`src/cct_pkg.sv`:
```
package cct_pkg;
	// ****************************************************************
	// Register byte offsets
	// ****************************************************************
	localparam logic [7:0] CCT_OFS_ENABLE   = 8'h00;
	localparam logic [7:0] CCT_OFS_RUN      = 8'h04;
	localparam logic [7:0] CCT_OFS_CONTROL  = 8'h08;
	localparam logic [7:0] CCT_OFS_MODE     = 8'h0c;
	localparam logic [7:0] CCT_OFS_FFCTRL   = 8'h10;
	localparam logic [7:0] CCT_OFS_STATUS   = 8'h14;
	localparam logic [7:0] CCT_OFS_MASK     = 8'h18;
	localparam logic [7:0] CCT_OFS_SNAPSHOT = 8'h1c;
	localparam logic [7:0] CCT_OFS_CMP0     = 8'h20;
	localparam logic [7:0] CCT_OFS_CMP1     = 8'h24;
	localparam logic [7:0] CCT_OFS_CAP0     = 8'h28;
	localparam logic [7:0] CCT_OFS_CAP1     = 8'h2c;

	// ****************************************************************
	// Field positions
	// ****************************************************************
	localparam int CCT_EN_BIT      = 7;
	localparam int CCT_RUN_BIT     = 0;
	localparam int CCT_PRUN_BIT    = 2;
	localparam int CCT_DBUF_BIT    = 7;
	localparam int CCT_IDLE_BIT    = 3;
	localparam int CCT_TRGE_BIT    = 1;
	localparam int CCT_SSEL_BIT    = 0;
	localparam int CCT_PAIR_BIT    = 7;
	localparam int CCT_SCAP_BIT    = 6;
	localparam int CCT_CLR_BIT     = 3;

	// ****************************************************************
	// Reset and fixed read values, prescaler limit
	// ****************************************************************
	localparam logic [7:0] CCT_MODE_RST   = 8'h40;
	localparam logic [7:0] CCT_FFCR_RST   = 8'hc3;
	localparam logic [1:0] CCT_FFCMD_NONE = 2'h3;
	localparam logic [1:0] CCT_FFCR_HIGH  = 2'h3;
	localparam logic [3:0] CCT_PRE_MAX    = 4'hf;

	// Capture edge modes
	localparam logic [1:0] CCT_CAP_OFF  = 2'h0;
	localparam logic [1:0] CCT_CAP_RISE = 2'h1;
	localparam logic [1:0] CCT_CAP_PIN  = 2'h2;
	localparam logic [1:0] CCT_CAP_PLS  = 2'h3;

	// Flip-flop commands
	localparam logic [1:0] CCT_FF_INV = 2'h0;
	localparam logic [1:0] CCT_FF_SET = 2'h1;
	localparam logic [1:0] CCT_FF_CLR = 2'h2;

	// Event flag bundle
	typedef struct packed
	{
		logic ovf;
		logic m1;
		logic m0;
	} cct_evt_t;

	// Configuration bundle
	typedef struct packed
	{
		logic       dbuf;
		logic       idle_run;
		logic       trig_fall;
		logic       ext_start;
		logic       pair;
		logic [1:0] cap_sel;
		logic       clr_match;
		logic [2:0] clk_sel;
		logic [3:0] toggle_en;
	} cct_cfg_t;
endpackage

```
`src/cct_timer.sv`:
```
`timescale 1ns/1ps
module cct_timer
	import cct_pkg::*;
(
	input  wire logic        pclk,          // Peripheral clock, 40 MHz
	input  wire logic        presetn,       // Async reset, low
	input  wire logic        psel,          // APB select
	input  wire logic        penable,       // APB enable
	input  wire logic        pwrite,        // APB direction
	input  wire logic [7:0]  paddr,         // APB byte address
	input  wire logic [31:0] pwdata,        // APB write data
	output logic      [31:0] prdata,        // APB read data
	output logic             pready,        // APB ready
	output logic             pslverr,       // APB error
	input  wire logic        capture_input_pin,   // Capture / clock pin
	input  wire logic        internal_pulse_input,// Internal pulse source
	input  wire logic        trigger_pin,   // External start trigger
	input  wire logic        idle_mode,     // Low-power idle request
	output logic             timer_flipflop,// Timer flip-flop out
	output logic             irq            // Masked interrupt request
);
	import cct_pkg::*;

	// ****************************************************************
	// Register state
	// ****************************************************************
	logic        chan_en_ff, run_ff, prun_ff, started_ff, ff_ff;
	cct_cfg_t    cfg_ff;
	cct_evt_t    flag_ff, mask_ff;
	logic [15:0] uc_ff, snap_ff, cmp0_ff, cmp1_ff, buf0_ff, buf1_ff;
	logic [15:0] cap0_ff, cap1_ff;
	logic        wr0_ff, wr1_ff;
	logic [3:0]  pre_ff;
	logic [2:0]  pin_s, pin_d_ff;
	logic [31:0] rdata_ff;
	logic        irq_ff, pready_ff, pslverr_ff;

	cct_sync #(.W(3)) u_sync
	(
		.pclk    (pclk),
		.presetn (presetn),
		.d_in    ({trigger_pin, internal_pulse_input, capture_input_pin}),
		.q_out   (pin_s)
	);

	// ****************************************************************
	// Bus decode
	// ****************************************************************
	wire setup   = psel & ~penable;
	wire acc     = psel & penable & pready_ff;
	wire wr      = acc & pwrite;
	wire rd      = acc & ~pwrite;
	wire a_en    = (paddr == CCT_OFS_ENABLE);
	wire a_run   = (paddr == CCT_OFS_RUN);
	wire a_ctl   = (paddr == CCT_OFS_CONTROL);
	wire a_mod   = (paddr == CCT_OFS_MODE);
	wire a_ffc   = (paddr == CCT_OFS_FFCTRL);
	wire a_st    = (paddr == CCT_OFS_STATUS);
	wire a_msk   = (paddr == CCT_OFS_MASK);
	wire a_snp   = (paddr == CCT_OFS_SNAPSHOT);
	wire a_c0    = (paddr == CCT_OFS_CMP0);
	wire a_c1    = (paddr == CCT_OFS_CMP1);
	wire a_p0    = (paddr == CCT_OFS_CAP0);
	wire a_p1    = (paddr == CCT_OFS_CAP1);
	wire mapped  = a_en | a_run | a_ctl | a_mod | a_ffc | a_st | a_msk | a_snp
		| a_c0 | a_c1 | a_p0 | a_p1;
	// Other registers are unreachable while the channel is off
	wire gated   = ~a_en & ~chan_en_ff;
	wire bad     = ~mapped | gated;
	wire wr_ok   = wr & ~bad;
	wire rd_ok   = rd & ~bad;

	// ****************************************************************
	// Source clock: prescaler taps and pin edges
	// ****************************************************************
	wire [3:0] pre_nxt = pre_ff + 4'h1;
	wire [3:0] rise_b  = pre_nxt & ~pre_ff;
	// Taps /32../256 extend the 4-bit chain with a small divider
	logic [3:0] ext_ff;
	wire        pre_wrap = prun_ff & (pre_ff == CCT_PRE_MAX);
	wire [7:0]  tick_v;
	genvar gi;
	generate
		for (gi = 0; gi < 8; gi++)
		begin : g_tap
			if (gi == 0)
				assign tick_v[gi] = 1'b0;
			else if (gi == 1)
				assign tick_v[gi] = prun_ff;
			else if (gi <= 3)
				assign tick_v[gi] = prun_ff & (&pre_ff[2*gi-3:0]);
			else
				assign tick_v[gi] = pre_wrap & (&ext_ff[gi-4:0]);
		end
	endgenerate
	wire pin_rise  = pin_s[0] & ~pin_d_ff[0];
	wire pin_fall  = ~pin_s[0] & pin_d_ff[0];
	wire pls_rise  = pin_s[1] & ~pin_d_ff[1];
	wire pls_fall  = ~pin_s[1] & pin_d_ff[1];
	wire trg_edge  = cfg_ff.trig_fall ? (~pin_s[2] & pin_d_ff[2])
		: (pin_s[2] & ~pin_d_ff[2]);
	wire src_tick  = (cfg_ff.clk_sel == 3'h0) ? pin_rise : tick_v[cfg_ff.clk_sel];
	wire halted    = idle_mode & ~cfg_ff.idle_run;
	wire counting  = chan_en_ff & run_ff & started_ff & ~halted;
	wire step      = counting & src_tick;

	// ****************************************************************
	// Match, overflow and capture events
	// ****************************************************************
	wire m0      = counting & (uc_ff == cmp0_ff);
	wire m1      = counting & (uc_ff == cmp1_ff);
	wire clr_uc  = step & cfg_ff.clr_match & m1;
	wire ovf     = step & (uc_ff == 16'hffff) & ~clr_uc;
	wire soft_cp = wr_ok & a_mod & ~pwdata[CCT_SCAP_BIT];
	wire pin_md  = (cfg_ff.cap_sel == CCT_CAP_RISE) | (cfg_ff.cap_sel == CCT_CAP_PIN);
	wire cap0_ev = soft_cp | (chan_en_ff & ((pin_md & pin_rise)
		| ((cfg_ff.cap_sel == CCT_CAP_PLS) & pls_rise)));
	wire cap1_ev = chan_en_ff & (((cfg_ff.cap_sel == CCT_CAP_PIN) & pin_fall)
		| ((cfg_ff.cap_sel == CCT_CAP_PLS) & pls_fall));
	wire [3:0] tg_src = {cap1_ev, cap0_ev, m1 & step, m0 & step};
	wire tog_hw  = |(tg_src & cfg_ff.toggle_en);

	// Compare buffer transfer point: counter rolling back to zero
	wire reload  = clr_uc | ovf;
	wire xfer    = cfg_ff.dbuf & reload & (~cfg_ff.pair | (wr0_ff & wr1_ff));

	// ****************************************************************
	// Read data mux
	// ****************************************************************
	wire [31:0] rd_mux =
		a_en  ? {24'h0, chan_en_ff, 7'h0} :
		a_run ? {29'h0, prun_ff, 1'b0, run_ff} :
		a_ctl ? {24'h0, cfg_ff.dbuf, 3'h0, cfg_ff.idle_run, 1'b0, cfg_ff.trig_fall,
			cfg_ff.ext_start} :
		a_mod ? {24'h0, cfg_ff.pair, 1'b1, cfg_ff.cap_sel, cfg_ff.clr_match,
			cfg_ff.clk_sel} :
		a_ffc ? {24'h0, CCT_FFCR_HIGH, cfg_ff.toggle_en, CCT_FFCMD_NONE} :
		a_st  ? {29'h0, flag_ff} :
		a_msk ? {29'h0, mask_ff} :
		a_snp ? {16'h0, (run_ff ? uc_ff : snap_ff)} :
		a_c0  ? {16'h0, cmp0_ff} :
		a_c1  ? {16'h0, cmp1_ff} :
		a_p0  ? {16'h0, cap0_ff} :
		{16'h0, cap1_ff};

	// ****************************************************************
	// Bus handshake: no wait states, reads registered
	// ****************************************************************
	always_ff @(posedge pclk or negedge presetn)
	begin
		if (!presetn)
		begin
			pready_ff  <= 1'b0;
			pslverr_ff <= 1'b0;
			rdata_ff   <= 32'h0;
		end
		else
		begin
			pready_ff  <= setup;
			pslverr_ff <= setup & bad;
			rdata_ff   <= (setup & ~bad & ~pwrite) ? rd_mux : 32'h0;
		end
	end

	// ****************************************************************
	// Control and configuration registers
	// ****************************************************************
	always_ff @(posedge pclk or negedge presetn)
	begin
		if (!presetn)
		begin
			chan_en_ff <= 1'b0;
			run_ff     <= 1'b0;
			prun_ff    <= 1'b0;
			cfg_ff     <= '0;
			mask_ff    <= '0;
		end
		else if (wr_ok)
		begin
			if (a_en)
				chan_en_ff <= pwdata[CCT_EN_BIT];
			if (a_run)
			begin
				run_ff  <= pwdata[CCT_RUN_BIT];
				prun_ff <= pwdata[CCT_PRUN_BIT];
			end
			if (a_ctl)
			begin
				cfg_ff.dbuf      <= pwdata[CCT_DBUF_BIT];
				cfg_ff.idle_run  <= pwdata[CCT_IDLE_BIT];
				cfg_ff.trig_fall <= pwdata[CCT_TRGE_BIT];
				cfg_ff.ext_start <= pwdata[CCT_SSEL_BIT];
			end
			if (a_mod)
			begin
				cfg_ff.pair      <= pwdata[CCT_PAIR_BIT];
				cfg_ff.cap_sel   <= pwdata[5:4];
				cfg_ff.clr_match <= pwdata[CCT_CLR_BIT];
				cfg_ff.clk_sel   <= pwdata[2:0];
			end
			if (a_ffc)
				cfg_ff.toggle_en <= pwdata[5:2];
			if (a_msk)
				mask_ff <= pwdata[2:0];
		end
	end

	// ****************************************************************
	// Prescaler, start control and up-counter
	// ****************************************************************
	always_ff @(posedge pclk or negedge presetn)
	begin
		if (!presetn)
		begin
			pre_ff     <= 4'h0;
			ext_ff     <= 4'h0;
			started_ff <= 1'b0;
			uc_ff      <= 16'h0;
			snap_ff    <= 16'h0;
			pin_d_ff   <= 3'h0;
		end
		else
		begin
			pin_d_ff <= pin_s;
			// Prescaler freezes with the channel clock gated off
			if (!prun_ff)
			begin
				pre_ff <= 4'h0;
				ext_ff <= 4'h0;
			end
			else if (chan_en_ff & ~halted)
			begin
				pre_ff <= pre_nxt;
				if (pre_wrap)
					ext_ff <= ext_ff + 4'h1;
			end
			// Trigger start waits for the chosen edge once armed
			if (!run_ff)
				started_ff <= 1'b0;
			else if (!cfg_ff.ext_start | trg_edge)
				started_ff <= 1'b1;
			if (!run_ff)
				uc_ff <= 16'h0;
			else if (clr_uc)
				uc_ff <= 16'h0;
			else if (step)
				uc_ff <= uc_ff + 16'h1;
			if (rd_ok & a_snp & run_ff)
				snap_ff <= uc_ff;
		end
	end

	// ****************************************************************
	// Compare registers with double buffers
	// ****************************************************************
	always_ff @(posedge pclk or negedge presetn)
	begin
		if (!presetn)
		begin
			cmp0_ff <= 16'h0;
			cmp1_ff <= 16'h0;
			buf0_ff <= 16'h0;
			buf1_ff <= 16'h0;
			wr0_ff  <= 1'b0;
			wr1_ff  <= 1'b0;
		end
		else
		begin
			if (wr_ok & a_c0)
				buf0_ff <= pwdata[15:0];
			if (wr_ok & a_c1)
				buf1_ff <= pwdata[15:0];
			// Without buffering, writes land directly
			if (wr_ok & a_c0 & ~cfg_ff.dbuf)
				cmp0_ff <= pwdata[15:0];
			else if (xfer)
				cmp0_ff <= buf0_ff;
			if (wr_ok & a_c1 & ~cfg_ff.dbuf)
				cmp1_ff <= pwdata[15:0];
			else if (xfer)
				cmp1_ff <= buf1_ff;
			// Markers pend only while buffering; a new write beats the clear
			wr0_ff <= cfg_ff.dbuf & ((wr_ok & a_c0) | (wr0_ff & ~xfer));
			wr1_ff <= cfg_ff.dbuf & ((wr_ok & a_c1) | (wr1_ff & ~xfer));
		end
	end

	// ****************************************************************
	// Capture registers, flip-flop, flags and interrupt
	// ****************************************************************
	always_ff @(posedge pclk or negedge presetn)
	begin
		if (!presetn)
		begin
			cap0_ff <= 16'h0;
			cap1_ff <= 16'h0;
			ff_ff   <= 1'b0;
			flag_ff <= '0;
			irq_ff  <= 1'b0;
		end
		else
		begin
			if (cap0_ev)
				cap0_ff <= uc_ff;
			if (cap1_ev)
				cap1_ff <= uc_ff;
			if (wr_ok & a_ffc & (pwdata[1:0] == CCT_FF_SET))
				ff_ff <= 1'b1;
			else if (wr_ok & a_ffc & (pwdata[1:0] == CCT_FF_CLR))
				ff_ff <= 1'b0;
			else if (wr_ok & a_ffc & (pwdata[1:0] == CCT_FF_INV))
				ff_ff <= ~ff_ff ^ tog_hw;
			else if (tog_hw)
				ff_ff <= ~ff_ff;
			// Clear only what the read returned; a new set wins
			flag_ff <= (flag_ff & ~(rdata_ff[2:0] & {3{rd_ok & a_st}}))
				| {ovf, m1 & step, m0 & step};
			irq_ff  <= |({ovf, m1 & step, m0 & step} & mask_ff);
		end
	end

	assign prdata         = rdata_ff;
	assign pready         = pready_ff;
	assign pslverr        = pslverr_ff;
	assign timer_flipflop = ff_ff;
	assign irq            = irq_ff;
endmodule

```
`src/cct_sync.sv`:
```
`timescale 1ns/1ps
// ****************************************************************
// Two-stage synchroniser for pin level inputs
// ****************************************************************
module cct_sync
#(
	parameter int W = 3
)
(
	input  wire logic         pclk,     // Peripheral clock
	input  wire logic         presetn,  // Async reset, low
	input  wire logic [W-1:0] d_in,     // Asynchronous levels
	output logic      [W-1:0] q_out     // Synchronised levels
);
	logic [W-1:0] meta_ff;
	logic [W-1:0] q_ff;

	// First stage read only by the second stage
	always_ff @(posedge pclk or negedge presetn)
	begin
		if (!presetn)
		begin
			meta_ff <= '0;
			q_ff    <= '0;
		end
		else
		begin
			meta_ff <= d_in;
			q_ff    <= meta_ff;
		end
	end

	assign q_out = q_ff;
endmodule

```
`config.mk`:
```
export PLATFORM = sky130hd
export DESIGN_NAME = cct_timer
export DESIGN_NICKNAME = d
export VERILOG_FILES = /design/src/cct_pkg.sv /design/src/cct_timer.sv /design/src/cct_sync.sv
export SDC_FILE = /design/constraint.sdc
export NUM_CORES = 1
export LEC_CHECK = 0
export ABC_AREA = 1
export BUFFER_PORTS_ARGS = -buffer_cell sky130_fd_sc_hd__buf_4
export CORE_ASPECT_RATIO = 1.2
export CORE_UTILIZATION = 34
export CTS_BUF_LIST = sky130_fd_sc_hd__clkbuf_4
export DETAILED_ROUTE_END_ITERATION = 16
export GPL_TIMING_DRIVEN = 0
export PLACE_DENSITY_LB_ADDON = 0.12
export SLEW_MARGIN = 20
export SYNTH_ARGS = -nofsm -noshare
export SYNTH_HDL_FRONTEND = slang
export SYNTH_SLANG_ARGS = --single-unit
```
`constraint.sdc`:
```
create_clock -name pclk -period 6.4 [get_ports pclk]
set_clock_uncertainty 0.15 [all_clocks]
set_input_delay 1.28 -clock pclk [delete_from_list [all_inputs] [get_ports pclk]]
set_output_delay 1.28 -clock pclk [all_outputs]
set_load 0.03 [all_outputs]
```
==> impl_metrics.json, run 1 <==
{
  "pwr-share-clk": 0.338,
  "synth_top_area_cell": "dfrtp_1",
  "dr.pass1.iters": 5,
  "power_density_mw_per_mm2": 180,
  "track_usage": 0.214,
  "internal_power_w": 0.00149,
  "hold_viol": 0,
  "hold_class": "reg2reg",
  "path_max_fanout": 10,
  "yosysTopAreaCellShare": 0.491,
  "startpoint_type": "input port",
  "worstMarginPinSlew_ns": 0.771,
  "die_y_um": 188,
  "syn_inst": 1238,
  "ios": 85,
  "dp_slack_ns": 2.40,
  "crit_type": "in2reg",
  "area_growth_pct": 12.9,
  "critPathArrivalTime_ns": 3.77,
  "setup_viol": 0,
  "seq_power_share": 0.614,
  "p_leak_nw": 5.26,
  "finalCritPeriodShare": 0.529,
  "cts_tree": "built",
  "synth_area_leaders": "dfrtp_1 (49%), nand2_1 (14%), o21ai_0 (8.0%)",
  "syn_avg_cell_area_um2": 7.90,
  "num_rows": 67,
  "fp.dieW_um": 157,
  "start_util": 0.348,
  "grt_pass1_vias": 8277,
  "coreArea_mm2": 0.0281,
  "totalWireLength_um": 29500,
  "combinationalPowerShare": 0.048,
  "drc_errors": 0,
  "clkSinkCount": 192,
  "min_period_ns": 3.39,
  "grt_max_degree": 87,
  "max_cap_viol_count": 0,
  "cts-hold-fix-buffers": 0,
  "grt_pass1_wl_um": 47300,
  "syn_area_mm2": 0.00978,
  "vias": 8434,
  "synth_common_cells": "nand2_1 (357), dfrtp_1 (192), o21ai_0 (157)",
  "crit_path_start": "paddr[7]",
  "dp_cells": 1685,
  "drt_iter0_drc": 557,
  "clk_pin_slew_ns": 0.15,
  "fin_worst_hold_slack_ns": 0.217,
  "synth_most_common_cell": "nand2_1",
  "clock_latency_ns": 0.62,
  "gp_congestion": 0.906,
  "synth-seq-cells": 192,
  "fin_cells": 1718,
  "hpwl_um": 22500,
  "wl_per_cell_um": 17.2,
  "synthFlopType": "dfrtp_1",
  "viasPerCell": 4.91,
  "r2r_slack_ns": 3.37,
  "design.die.area_mm2": 0.0295,
  "drive_above_1_share": 0.114,
  "gr-total-overflow": 0,
  "min_from": "u_sync.meta_ff[1]",
  "end_kind": "flop",
  "cts-resized-gates": 0,
  "netSwitchingFraction": 0.251,
  "power.switching_w": 0.000499,
  "cts_buffers": 17,
  "r2r_start": "chan_en_ff",
  "fin_ws_ns": 3.01,
  "required_ns": 6.79,
  "layout.nets": 1380,
  "cts_htree_levels": 4,
  "ir_drop_uv": 115,
  "slew_headroom": 0.486,
  "post_cts_buffers": 0,
  "synth_edf_count": 0,
  "slew_viol_final": 0,
  "ys_warn_count": 0,
  "io_buffer_count": 51,
  "rsz0062_at_grt": "false",
  "final_util": 0.393,
  "status": "completed",
  "tns_ns": 0,
  "antenna_found_initial": 1,
  "detail-route-antenna-nets": 0,
  "max-clock-path-buffers": 2,
  "ys_seq_area_frac": 0.491,
  "root_buffer": "clkbuf_4",
  "synth.distinct_cells": 44,
  "fmaxAchievable_mhz": 295,
  "async_flop_share": 1.00
}
## routing by layer
metal | routed length, µm | share of wire | GRT usage
met1 | 13500 | 0.46 | 0.288
met2 | 14100 | 0.48 | 0.346
met3 | 986 | 0.033 | 0.0268
met4 | 957 | 0.032 | 0.0897
met5 | 0 | 0 | 0
## path summary, 6_finish.rpt
kind	to	cells past startpoint
min reg2reg	u_sync.q_out[1]	0
max in group asynchronous	snap_ff[2]	2
max reg2reg	irq	12
min in group asynchronous	buf0_ff[12]	1
min	u_sync.q_out[1]	0
max	cmp0_ff[15]	11
## layout by cell type, fill, tap and decap left out, types with 4 or more instances in the layout
cell type / netlist / layout
nand2_1: 357 / 357
dfrtp_1: 192 / 192
o21ai_0: 157 / 157
inv_1: 111 / 111
nor2_1: 78 / 78
buf_4: 17 / 67
a21oi_1: 57 / 57
nand3_1: 44 / 44
clkbuf_1: 36 / 36
nand4_1: 21 / 21
nor3_1: 20 / 20
o21ai_1: 20 / 20
xor2_1: 19 / 19
clkbuf_4: 0 / 19
conb_1: 1 / 16
o211ai_1: 12 / 12
inv_2: 10 / 10
buf_2: 10 / 10
nor2_4: 7 / 7
nand2_2: 6 / 6
o22ai_1: 6 / 6
ha_1: 6 / 6
nor2_2: 5 / 5
clkinv_1: 2 / 5
a221oi_1: 5 / 5
xnor2_1: 5 / 5
a211oi_1: 4 / 4
## stage by stage
step           total power (W)  area [µm²]
2_1_floorplan          0.00128        9840
3_3_place_gp           0.00133       10700
3_5_place_dp           0.00134       10800
4_1_cts                0.00202       11000
5_1_grt                0.00206       11000
6_report               0.00199       11000
## area by class of cell
cell class / instances / area [µm²]
Buffer: 66 / 347
Timing Repair Buffer: 53 / 445
Antenna cell: 1 / 2.50
Clock inverter: 13 / 138
Clock buffer: 19 / 143
Inverter: 125 / 474
Multi-Input combinational cell: 870 / 4210
Fill cell: 2955 / 17000
Tap cell: 379 / 474
Sequential cell: 192 / 4800
## critical path, stage by stage
cell,delay [ns]
buf_4,0.12
nor2_2,0.17
nand2_1,0.17
nor2_1,0.51
inv_1,0.32
nor2_4,0.32
nand2_2,0.16
buf_2,0.22
o21ai_0,0.31
nand2_1,0.09
o21ai_1,0.07
## registers in the layout, summed over array words and instances (netlist names), 3 cells and up
| register | count |
|---|---|
| buf0_ff | 16 |
| buf1_ff | 16 |
| cap0_ff | 16 |
| cap1_ff | 16 |
| cfg_ff | 15 |
| cmp0_ff | 16 |
| cmp1_ff | 16 |
| ext_ff | 4 |
| flag_ff | 3 |
| mask_ff | 3 |
| pin_d_ff | 3 |
| prdata | 16 |
| pre_ff | 4 |
| snap_ff | 16 |
| u_sync.meta_ff | 3 |
| u_sync.q_out | 3 |
| uc_ff | 16 |
## cells by family after synthesis
logic type,synth area share
xor+xnor,0.0215
fa+ha+maj,0.00768
flops,0.491
other cells,0.000383
simple gates,0.242
compound gates,0.153
buf+inv,0.0839
## power groups by stage
stage,logic [W],clock network [W],registers [W]
3_3_place_gp,0.0000930,0,0.00124
3_5_place_dp,0.0000980,0,0.00124
4_1_cts,0.0000981,0.000698,0.00122
6_report,0.0000953,0.000672,0.00122
5_1_grt,0.000107,0.000736,0.00122
2_1_floorplan,0.0000372,0,0.00124
Note: power is estimated with default switching activity, not from simulation.
==> run 2, diff against run 1 <==
ABC_AREA = 0   (was 1)
clock period = 2.9 ns   (was 6.4 ns; I/O delays follow)
==> impl_metrics.json, run 2 <==
{
  "critPathMaxStageDelay_ns": 0.57,
  "fp.dieW_um": 158,
  "final_cell_mix": "dfrtp_1 (191), mux2_2 (94), buf_4 (76)",
  "synth_area_leaders": "dfrtp_1 (49%), mux2_2 (11%), xnor2_1 (3.5%)",
  "max_cap_viol_count": 0,
  "slew_headroom": 0.387,
  "layout.nets": 1035,
  "p_leak_nw": 5.00,
  "die_y_um": 189,
  "coreArea_mm2": 0.0287,
  "start_util": 0.345,
  "finalCritPeriodShare": 0.981,
  "wl_per_cell_um": 21.2,
  "r2r_start": "uc_ff[3]",
  "hold_viol": 0,
  "gr-total-overflow": 0,
  "syn_avg_cell_area_um2": 11.1,
  "min_period_ns": 2.84,
  "tns_ns": 0,
  "slew_viol_final": 0,
  "startpoint_type": "input port",
  "clkSinkCount": 192,
  "synth_edf_count": 0,
  "io_buffer_count": 49,
  "area_growth_pct": 14.2,
  "final_util": 0.393,
  "synthFlopType": "dfrtp_1",
  "fin_ws_ns": 0.0552,
  "fin_worst_hold_slack_ns": 0.0448,
  "cpMaxStageDelayCell": "nor2_1",
  "critical_path.top_delay_family": "simple AND/OR/NAND/NOR gates",
  "synth.distinct_cells": 82,
  "grt_pass1_vias": 7322,
  "synth_top_area_cell": "dfrtp_1",
  "cts_tree": "built",
  "detail-route-antenna-nets": 0,
  "critPathBufInv": 2,
  "max-clock-path-buffers": 2,
  "synth-seq-cells": 192,
  "vias": 7216,
  "crit_path_start": "paddr[2]",
  "async_flop_share": 1.00,
  "crit_type": "in2reg",
  "drc_errors": 0,
  "ys_warn_count": 0,
  "cts_buffers": 17,
  "worstMarginPinSlew_ns": 0.918,
  "num_rows": 68,
  "gp_congestion": 0.923,
  "clock_latency_ns": 0.63,
  "totalWireLength_um": 29200,
  "r2r_slack_ns": 0.09,
  "path_max_fanout": 10,
  "drt_iter0_drc": 364,
  "design.die.area_mm2": 0.0297,
  "rsz0062_at_grt": "false",
  "critPathArrivalTime_ns": 3.24,
  "fmaxAchievable_mhz": 352,
  "antenna_found_initial": 1,
  "ios": 85,
  "worstPathCellList": "buf_4, clkbuf_1, nor2_1, nand2_1, nor2_1, a211oi_1, a211oi_1, o21a_1",
  "dr.pass1.iters": 6,
  "root_buffer": "clkbuf_4",
  "hpwl_um": 21800,
  "final_common_cell": "dfrtp_1",
  "status": "completed",
  "viasPerCell": 5.23,
  "yosysTopAreaCellShare": 0.486,
  "ys_seq_area_frac": 0.486,
  "hold_class": "in2reg",
  "min_from": "penable",
  "grt_pass1_wl_um": 45300,
  "syn_area_mm2": 0.00988,
  "end_kind": "flop",
  "track_usage": 0.208,
  "setup_viol": 0,
  "clk_pin_slew_ns": 0.15,
  "synth_most_common_cell": "dfrtp_1",
  "synth_common_cells": "dfrtp_1 (192), mux2_2 (94), nor2_1 (66)",
  "required_ns": 3.30,
  "power_density_mw_per_mm2": 399,
  "drive_above_1_share": 0.291,
  "dp_slack_ns": -0.477,
  "syn_inst": 888,
  "cts_htree_levels": 4,
  "grt_max_degree": 90,
  "ir_drop_uv": 199
}
run 2: changes by cell type in the layout (fill, tap and decap cells not counted), sizes merged, moves of 20 or more:
cell / delta
mux2: +103
nand2: -312
nand3: -32
mux2i: +23
a211oi: +20
inv: -104
buf: +27
o22ai: +33
xnor2: +35
o21ai: -153
nor2: -24
run 2: what timing repair did:
action | CTS | global route
buffers inserted | 3 | 3
resized for setup | 2 | 6
setup endpoints to repair | 43 | 34
endpoints found under the hold margin | 66 | 0
pin swaps | 2 | 4
hold buffers | 4 | 0
run 2: per-layer routing:
metal | up-vias | routed length, µm | global-route usage
met3 | 50 | 963 | 0.0324
li1 | 3377 | - | -
met4 | 0 | 916 | 0.0829
met5 | - | 0 | 0
met2 | 183 | 14200 | 0.341
met1 | 3606 | 13100 | 0.272
run 2: path summary, 6_finish.rpt:
kind | to | depth (start not counted)
max in group asynchronous | u_sync.meta_ff[1] | 4
setup / recovery | prdata[6] | 8
hold reg to reg | u_sync.q_out[2] | 0
hold / removal | pready | 2
setup reg to reg | cmp0_ff[4] | 9
min in group asynchronous | uc_ff[12] | 2
run 2: report_power, final:
| group | total [W] | switching (W) | leakage (nW) | internal, W |
|---|---|---|---|---|
| combinational | 0.000284 | 0.000196 | 2.28 | 0.0000884 |
| clock | 0.00153 | 0.00106 | 0.150 | 0.000468 |
| sequential | 0.00269 | 0.00000358 | 2.58 | 0.00269 |
| total | 0.00450 | 0.00126 | 5.00 | 0.00324 |
run 2: layout make-up:
cell class	count	area (µm²)
tap	385	482
fill	2909	17400
antenna	1	2.50
clock inverter	14	151
clock buffer	18	135
buffer	72	440
timing repair buffer	62	536
inverter	15	56.3
sequential	192	4810
multi-input combinational	620	4670
run 2: cell families (layout without fill, tap and decap cells):
logic type | count (synthesis) | after routing | share of synthesized area
AO/OA/AOI/OAI | 185 | 185 | 0.134
XOR/XNOR | 50 | 50 | 0.0443
adder cells (fa/ha/maj) | 6 | 6 | 0.00760
buffers and inverters | 91 | 181 | 0.0517
flip-flops | 192 | 192 | 0.486
multiplexers | 126 | 126 | 0.144
other | 1 | 17 | 0.000380
AND/OR/NAND/NOR | 237 | 237 | 0.132
run 2: through the flow:
stage	instances	instance area [µm²]	total power (W)
finish	1379	11300	0.00450
floorplan	903	9930	0.00286
global route	1379	11300	0.00468
detailed placement	1340	10900	0.00302
global placement	1337	10800	0.00301
CTS	1377	11200	0.00456
run 2: worst register-to-register path, stage by stage (launching register included):
cell	delay, ns
dfrtp_1	0.39
buf_4	0.18
xnor2_2	0.25
nand4_1	0.22
nor4_4	0.42
nand2_2	0.19
a211o_4	0.40
buf_2	0.23
o22ai_1	0.25
a21oi_2	0.04
